===== src/rtl/strap_cfg_pkg.sv =====
// package of constants for the reset-time strap configuration block
// assumes one clock domain and straps held steady around reset release
package strap_cfg_pkg;
    // -------------------------------------------------------------
    // strap vector layout
    // -------------------------------------------------------------
    localparam int STRAP_W = 9;
    localparam int BIT_P1_PLUS = 0;
    localparam int BIT_P1_MINUS = 1;
    localparam int BIT_P2_PLUS = 2;
    localparam int BIT_P2_MINUS = 3;
    localparam int BIT_SEL_LO = 4;
    localparam int BIT_SEL_HI = 5;
    localparam int BIT_SWAP = 6;
    localparam int BIT_PWR1 = 7;
    localparam int BIT_OCS1_LOW = 8;
    localparam logic [8:0] STRAP_RESET = 9'h000;
    localparam logic STRAP_DISABLED = 1'b1;
    localparam logic [1:0] CFG_METHOD_RESET = 2'h0;
    // -------------------------------------------------------------
    // capture sequencer states
    // -------------------------------------------------------------
    typedef enum logic [1:0] {
        ST_SYNC = 2'b00,
        ST_CAPTURE = 2'b01,
        ST_HOLD = 2'b11
    } cap_state_t;
    localparam logic [1:0] SYNC_CYCLES = 2'h2;
endpackage : strap_cfg_pkg


===== src/rtl/strap_sync.sv =====
// two-flop synchroniser bank for the strap pins
// assumes pins are asynchronous to mclk
`timescale 1ns/10ps
module strap_sync (
    input wire logic mclk,
    input wire logic reset,
    input wire logic clk_en,
    input wire logic [strap_cfg_pkg::STRAP_W-1:0] pins_in,
    output logic [strap_cfg_pkg::STRAP_W-1:0] pins_sync
);
    import strap_cfg_pkg::*;
    logic [STRAP_W-1:0] meta_ff;
    logic [STRAP_W-1:0] sync_ff;
    // -------------------------------------------------------------
    // synchroniser; first stage feeds only the second
    // -------------------------------------------------------------
    genvar g;
    generate
        for (g = 0; g < STRAP_W; g++) begin : g_bit
            always_ff @(posedge mclk or posedge reset) begin
                if (reset) begin
                    meta_ff[g] <= 1'b0;
                    sync_ff[g] <= 1'b0;
                end else if (clk_en) begin
                    meta_ff[g] <= pins_in[g];
                    sync_ff[g] <= meta_ff[g];
                end
            end
        end
    endgenerate
    assign pins_sync = sync_ff;
endmodule : strap_sync


===== src/rtl/strap_cfg.sv =====
// strap capture and decode for port disable, role swap and config method
// assumes straps are static while reset is released and a few cycles after
`timescale 1ns/10ps
module strap_cfg (
    input wire logic mclk,
    input wire logic reset,
    input wire logic clk_en,
    input wire logic port1_plus_disable_strap,
    input wire logic port1_minus_disable_strap,
    input wire logic port2_plus_disable_strap,
    input wire logic port2_minus_disable_strap,
    input wire logic config_method_select_lo,
    input wire logic config_method_select_hi,
    input wire logic role_swap_strap,
    input wire logic port1_power_enable_out,
    input wire logic port1_overcurrent_in_low,
    output logic port1_enabled,
    output logic port2_enabled,
    output logic role_swap_active,
    output logic [1:0] config_method,
    output logic power_ctrl_compat,
    output logic straps_valid
);
    import strap_cfg_pkg::*;
    logic [STRAP_W-1:0] pins_raw;
    logic [STRAP_W-1:0] pins_sync;
    logic [STRAP_W-1:0] strap_ff;
    logic [STRAP_W-1:0] nxt_strap;
    cap_state_t state_ff;
    cap_state_t nxt_state;
    logic [1:0] wait_ff;
    logic [1:0] nxt_wait;
    logic port1_enabled_ff;
    logic port2_enabled_ff;
    logic swap_ff;
    logic [1:0] method_ff;
    logic compat_ff;
    logic valid_ff;
    wire p1_dis;
    wire p2_dis;
    wire capture_now;

    // both straps of a pair must read disabled
    function automatic logic pair_disabled(input logic plus_s, input logic minus_s);
        pair_disabled = (plus_s == STRAP_DISABLED) && (minus_s == STRAP_DISABLED);
    endfunction : pair_disabled

    // -------------------------------------------------------------
    // pin synchronisation
    // -------------------------------------------------------------
    // power pins ride the same two-flop path as the disable straps
    assign pins_raw = {port1_overcurrent_in_low, port1_power_enable_out, role_swap_strap,
                       config_method_select_hi, config_method_select_lo,
                       port2_minus_disable_strap, port2_plus_disable_strap,
                       port1_minus_disable_strap, port1_plus_disable_strap};

    strap_sync u_sync (
        .mclk(mclk),
        .reset(reset),
        .clk_en(clk_en),
        .pins_in(pins_raw),
        .pins_sync(pins_sync)
    );

    // -------------------------------------------------------------
    // capture sequencer: wait out the synchroniser, sample once, hold
    // -------------------------------------------------------------
    // decoding from nxt_strap lets the outputs land on the capture edge itself
    // and saves a cycle against decoding the held image
    assign capture_now = (state_ff == ST_CAPTURE);
    assign nxt_strap = capture_now ? pins_sync : strap_ff;

    // wait count covers both synchroniser stages before the sample is taken
    // an illegal code restarts the sequence rather than latching junk
    always_comb begin
        nxt_state = state_ff;
        nxt_wait = wait_ff;
        unique case (state_ff)
            ST_SYNC: begin
                nxt_wait = wait_ff + 2'h1;
                if (wait_ff == SYNC_CYCLES - 2'h1) begin
                    nxt_state = ST_CAPTURE;
                end
            end
            ST_CAPTURE: begin
                nxt_state = ST_HOLD;
            end
            ST_HOLD: begin
                nxt_state = ST_HOLD;
            end
            default: begin
                nxt_state = ST_SYNC;
            end
        endcase
    end

    // sequencer and held strap image
    always_ff @(posedge mclk or posedge reset) begin
        if (reset) begin
            state_ff <= ST_SYNC;
            wait_ff <= 2'h0;
            strap_ff <= STRAP_RESET;
        end else if (clk_en) begin
            state_ff <= nxt_state;
            wait_ff <= nxt_wait;
            strap_ff <= nxt_strap;
        end
    end

    // -------------------------------------------------------------
    // decode of the next strap image, nxt_strap
    // -------------------------------------------------------------
    // a 1 on a strap means that line is disabled, 0 enabled
    assign p1_dis = pair_disabled(nxt_strap[BIT_P1_PLUS], nxt_strap[BIT_P1_MINUS]);
    assign p2_dis = pair_disabled(nxt_strap[BIT_P2_PLUS], nxt_strap[BIT_P2_MINUS]);

    // limitation: a strap that moves inside the sync window is taken as seen
    // later pin activity cannot reach these flops, only a new reset can
    // outputs registered; ports stay enabled until the capture lands
    always_ff @(posedge mclk or posedge reset) begin
        if (reset) begin
            port1_enabled_ff <= 1'b1;
            port2_enabled_ff <= 1'b1;
            swap_ff <= 1'b0;
            method_ff <= CFG_METHOD_RESET;
            compat_ff <= 1'b0;
            valid_ff <= 1'b0;
        end else if (clk_en) begin
            port1_enabled_ff <= !p1_dis;
            port2_enabled_ff <= !p2_dis;
            swap_ff <= nxt_strap[BIT_SWAP];
            method_ff <= {nxt_strap[BIT_SEL_HI], nxt_strap[BIT_SEL_LO]};
            // overcurrent is active low: high means no fault, as compat needs
            compat_ff <= nxt_strap[BIT_PWR1] && nxt_strap[BIT_OCS1_LOW];
            valid_ff <= capture_now || valid_ff;
        end
    end

    // ports come straight from the flops, no gate after them
    assign port1_enabled = port1_enabled_ff;
    assign port2_enabled = port2_enabled_ff;
    assign role_swap_active = swap_ff;
    assign config_method = method_ff;
    assign power_ctrl_compat = compat_ff;
    assign straps_valid = valid_ff;

    // -------------------------------------------------------------
    // checks
    // -------------------------------------------------------------
    // decode checks compare each output with the held image
    chk_p1_pair_decode: assert property (@(posedge mclk) disable iff (reset)
        clk_en && valid_ff |-> port1_enabled ==
        !(strap_ff[BIT_P1_PLUS] && strap_ff[BIT_P1_MINUS]))
        else $error("port 1 enable does not match straps");
    chk_p1_plus_only: assert property (@(posedge mclk) disable iff (reset)
        valid_ff && strap_ff[BIT_P1_PLUS] && !strap_ff[BIT_P1_MINUS] |-> port1_enabled)
        else $error("port 1 disabled by plus strap alone");
    chk_p1_minus_only: assert property (@(posedge mclk) disable iff (reset)
        valid_ff && !strap_ff[BIT_P1_PLUS] && strap_ff[BIT_P1_MINUS] |-> port1_enabled)
        else $error("port 1 disabled by minus strap alone");
    chk_p2_pair_decode: assert property (@(posedge mclk) disable iff (reset)
        clk_en && valid_ff |-> port2_enabled ==
        !(strap_ff[BIT_P2_PLUS] && strap_ff[BIT_P2_MINUS]))
        else $error("port 2 enable does not match straps");
    chk_p2_single_strap: assert property (@(posedge mclk) disable iff (reset)
        valid_ff && (strap_ff[BIT_P2_PLUS] != strap_ff[BIT_P2_MINUS]) |-> port2_enabled)
        else $error("port 2 disabled by single strap");
    chk_swap_follows: assert property (@(posedge mclk) disable iff (reset)
        valid_ff |-> role_swap_active == strap_ff[BIT_SWAP])
        else $error("role swap differs from captured strap");
    chk_method_code: assert property (@(posedge mclk) disable iff (reset)
        valid_ff |-> config_method == {strap_ff[BIT_SEL_HI], strap_ff[BIT_SEL_LO]})
        else $error("config method differs from straps");
    chk_compat_level: assert property (@(posedge mclk) disable iff (reset)
        valid_ff |-> power_ctrl_compat == (strap_ff[BIT_PWR1] && strap_ff[BIT_OCS1_LOW]))
        else $error("compat flag wrong polarity");
    chk_hold_stable: assert property (@(posedge mclk) disable iff (reset)
        valid_ff |=> $stable(strap_ff) && valid_ff)
        else $error("captured straps changed after capture");
    chk_valid_timing: assert property (@(posedge mclk) disable iff (reset)
        $rose(valid_ff) |-> $past(state_ff) == ST_CAPTURE)
        else $error("valid rose without capture");

    // -------------------------------------------------------------
    // checks on the capture sequence and the hold
    // -------------------------------------------------------------
    // before the capture lands every output shows its reset value
    chk_idle_defaults: assert property (@(posedge mclk) disable iff (reset)
        !valid_ff |-> port1_enabled && port2_enabled && !role_swap_active &&
        config_method == CFG_METHOD_RESET && !power_ctrl_compat)
        else $error("outputs moved before capture");
    chk_p1_both_high: assert property (@(posedge mclk) disable iff (reset)
        valid_ff && strap_ff[BIT_P1_PLUS] && strap_ff[BIT_P1_MINUS] |-> !port1_enabled)
        else $error("port 1 enabled with both straps high");
    chk_p2_both_high: assert property (@(posedge mclk) disable iff (reset)
        valid_ff && strap_ff[BIT_P2_PLUS] && strap_ff[BIT_P2_MINUS] |-> !port2_enabled)
        else $error("port 2 enabled with both straps high");
    // pins may toggle after capture; none of the outputs may follow
    chk_outputs_hold: assert property (@(posedge mclk) disable iff (reset)
        valid_ff |=> $stable(port1_enabled) && $stable(port2_enabled) &&
        $stable(role_swap_active) && $stable(config_method) &&
        $stable(power_ctrl_compat))
        else $error("outputs changed after capture");
    chk_capture_image: assert property (@(posedge mclk) disable iff (reset)
        clk_en && capture_now |=> strap_ff == $past(pins_sync))
        else $error("held image differs from synchronised pins");
    chk_capture_once: assert property (@(posedge mclk) disable iff (reset)
        clk_en && capture_now |=> !capture_now)
        else $error("capture repeated");
    chk_sync_wait: assert property (@(posedge mclk) disable iff (reset)
        $rose(capture_now) |-> $past(wait_ff) == SYNC_CYCLES - 2'h1)
        else $error("capture before synchroniser settled");
    chk_valid_in_hold: assert property (@(posedge mclk) disable iff (reset)
        valid_ff |-> state_ff == ST_HOLD)
        else $error("valid set outside the hold state");
    // main scenarios: each port off, swap, top method code, compat
    cov_p1_off: cover property (@(posedge mclk) disable iff (reset) valid_ff && !port1_enabled);
    cov_p2_off: cover property (@(posedge mclk) disable iff (reset) valid_ff && !port2_enabled);
    cov_swap_on: cover property (@(posedge mclk) disable iff (reset) valid_ff && role_swap_active);
    cov_method3: cover property (@(posedge mclk) disable iff (reset) config_method == 2'h3);
    cov_compat_on: cover property (@(posedge mclk) disable iff (reset) valid_ff && power_ctrl_compat);
endmodule : strap_cfg


===== config.mk =====
export PLATFORM = sky130hd
export DESIGN_NAME = strap_cfg
export DESIGN_NICKNAME = d
export VERILOG_FILES = /design/src/rtl/strap_cfg_pkg.sv /design/src/rtl/strap_sync.sv /design/src/rtl/strap_cfg.sv
export SDC_FILE = /design/constraint.sdc
export NUM_CORES = 1
export LEC_CHECK = 0
export BUFFER_PORTS_ARGS = -buffer_cell sky130_fd_sc_hd__buf_4
export CORE_MARGIN = 4
export CORE_UTILIZATION = 45
export CTS_CLUSTER_DIAMETER = 200
export DETAILED_ROUTE_END_ITERATION = 12
export PLACE_DENSITY = 0.75
export SLEW_MARGIN = 30
export SYNTH_ARGS = -nofsm -noshare
export SYNTH_HDL_FRONTEND = slang
export SYNTH_SLANG_ARGS = --single-unit

===== constraint.sdc =====
create_clock -name mclk -period 1.6 [get_ports mclk]
set_clock_uncertainty 0.2 [all_clocks]
set_input_delay 0.08 -clock mclk [delete_from_list [all_inputs] [get_ports mclk]]
set_output_delay 0.08 -clock mclk [all_outputs]
set_load 0.01 [all_outputs]

==> flow_summary.yaml <==
outcome:
  status: "completed"
setup_path:
  crit_path_frequent_cell: "dlygate4sd3_1"
  cp.required_ns: 1.61
  endpoint_kind: "register"
  criticalPathCategory: "primary input to register"
  critical-path-max-stage-delay_ns: 0.56
  slowest_stage: "dlygate4sd3_1"
  crit_fanout: 1
  startpoint_type: "primary input"
  arrival_ns: 1.56
  path_cells: "dlygate4sd3_1, buf_4, mux2_2, dlygate4sd3_1"
routing:
  drt_iter0_markers: 18
  final_antenna_net_count: 0
  drc: 0
  vias_per_cell: 4.81
  wirelength_um: 2360
  dr.pass1.iters: 6
  vias: 828
  wl_per_cell_um: 13.7
sta:
  slew_headroom_pct: 70.9
  setup_viol: 0
  period_minus_slack_ns: 1.55
  worst_pin_slew_ns: 0.437
  finalCritPeriodShare_pct: 97.1
  rsz0062_at_grt: "false"
  setup_ws_ns: 0.0462
  tns_ns: 0
  maxSlewViolCount: 0
  hold_violations: 0
  fmax_mhz: 644
layout:
  drive_gt1_share_pct: 47.7
  utilization_pct: 60.0
  final_nets: 140
  area_growth_pct: 27.3
  fin_area_sq_um: 1830
  n_antenna_cell: 0
pwr:
  clkPwrFrac_pct: 22.2
  p_total_mw: 2.68
  seq_power_share_pct: 50.3
  vdd.ir_drop.worst_uv: 952
  combPwrFrac_pct: 27.5
  p_sw_share_pct: 26.5
  netSwitchingPower_mw: 0.711
  powerDensity_nw_per_um2: 1470
  p_int_mw: 1.97
  leakagePower_nw: 0.833
synthesis:
  ys_top_cells_by_count: "dfrtp_1, mux2_2, mux2_4"
  synthCells: 91
  ys.flop_type: "dfrtp_1"
  synthArstFlopShare_pct: 100
  yosysWarnings: 0
  ys_seq_area_share_pct: 61.0
  ys_types: 20
  ys_ff_latch: 35
  synth_nets: 104
  yosysMostFrequentCell: "dfrtp_1"
  yosys-top-cells-area: "dfrtp_1, mux2_2, mux2_4, dfstp_2, buf_4"
  yosysTopAreaCell: "dfrtp_1"
  synth_top_area_share_pct: 57.4
  syn_area_per_cell_sq_um: 15.8
  syn_area_sq_um: 1440
  synth_edf_count: 0
job:
  maxCapViolations: 0
floorplan:
  die_x_um: 64.5
  dieArea_sq_um: 4170
  fp.coreArea_sq_um: 3050
  start_util_pct: 47.1
  ios: 19
  fp.dieH_um: 64.5
  rows: 20
clock_tree:
  cts_tree: "built"
  clock_sinks: 35
  htree_num_levels: 2
  path_clk_slew_ns: 0.10
  cts_made_buffers: 5
  clk_latency_ns: 0.32
  clock-root-buffer: "clkbuf_4"
  cts-resized-gates: 0
  clock_path_buffers: 2
grt:
  gr-total-overflow: 0
  grt_pass1_wl_um: 4150
  grt_max_degree: 36
  grt_util_all_layers_pct: 13.3
  grt_pass1_vias: 910
  antenna_found_initial: 0
placement:
  io_buffers: 18
  hpwl_um: 1550
  place_worst_setup_slack_ns: 0.171
  routabilityCongestion: 0.765
  post_dp_cell_area_sq_um: 1610
hold_path:
  hp-class: "primary input to register"
==> stage by stage <==
step	cells	hold slack [ns]
2_1_floorplan	91	0.0316
3_3_place_gp	149	-0.00303
3_5_place_dp	149	0.00685
4_1_cts	172	0.0409
5_1_grt	172	0.0328
6_report	172	0.0540
==> layer usage <==
layer,vias to the layer above,part of all wire [%],track usage [%]
met2,19,48,20.5
met3,2,4.8,3.99
met5,-,0,0
li1,389,-,-
met4,0,0.68,6.33
met1,418,46,17.2
==> critical path, delay by kind of cell <==
family / cells / cell delay (ns)
buffers and inverters: 3 / 1.23
multiplexers: 1 / 0.25
==> sequential cells by signal, summed over array words and instances (netlist names) <==
signal / flops
strap_ff: 9
u_sync.meta_ff: 9
u_sync.pins_sync: 9
state_ff: 2
wait_ff: 2
port1_enabled: 1
port2_enabled: 1
power_ctrl_compat: 1
straps_valid: 1
==> layout make-up <==
cell class,count,area [sq um]
multi-input cells,48,515
clock inverters,1,30.0
repair buffers,35,300
well taps,44,55.1
flip-flops and latches,35,878
inverters,2,7.51
clock buffers,7,45.0
fillers,248,1220
==> power by group through the flow <==
stage / Combinational, mW / Clock (mW) / Sequential [mW]
3_3_place_gp: 0.679 / 0 / 1.35
4_1_cts: 0.750 / 0.620 / 1.35
5_1_grt: 0.804 / 0.662 / 1.39
3_5_place_dp: 0.710 / 0 / 1.36
2_1_floorplan: 0.546 / 0 / 1.32
6_report: 0.738 / 0.596 / 1.35
==> cells in the final DEF (no fill, tap or decap) <==
cell / count
nand2_4: 1
a21o_1: 1
xor2_1: 1
a31oi_1: 3
dfrtp_1: 33
clkbuf_4: 5
a21oi_1: 1
bufinv_16: 1
inv_1: 2
dlygate4sd3_1: 15
mux2_4: 9
nand3_1: 1
nor2_1: 2
nand4b_1: 1
buf_4: 20
nand2b_1: 2
and4b_1: 2
nor2b_4: 1
nor3b_2: 1
clkbuf_1: 2
dfstp_2: 2
ha_1: 1
mux2_2: 21
==> worst paths after layout <==
| check | depth (start not counted) | slack, ns | endpoint | from |
|---|---|---|---|---|
| setup / recovery | 4 | 0.05 | u_sync.meta_ff[0] | port1_plus_disable_strap |
| hold / removal | 3 | 0.05 | power_ctrl_compat | clk_en |
| setup reg to reg | 2 | 0.08 | u_sync.meta_ff[0] | u_sync.meta_ff[0] |
| hold reg to reg | 1 | 0.29 | straps_valid | straps_valid |
| max in group asynchronous | 4 | 0.65 | port1_enabled | reset |
| min in group asynchronous | 4 | 0.20 | strap_ff[4] | reset |
==> logic make-up (layout without fill, tap and decap cells) <==
| kind of cell | count (synthesis) | in the layout | synth area share, % |
|---|---|---|---|
| flops | 35 | 35 | 61.0 |
| mux | 30 | 30 | 25.8 |
| compound gates | 5 | 5 | 2.17 |
| buf+inv | 8 | 45 | 3.13 |
| xor+xnor | 1 | 1 | 0.609 |
| simple gates | 11 | 11 | 6.35 |
| fa+ha+maj | 1 | 1 | 0.869 |
==> timing repair <==
item	4_1_cts	5_1_grt
hold buffers	15	0
setup buffers	0	0
endpoints found under the hold margin	50	0
(Power assumes the default switching activity.)
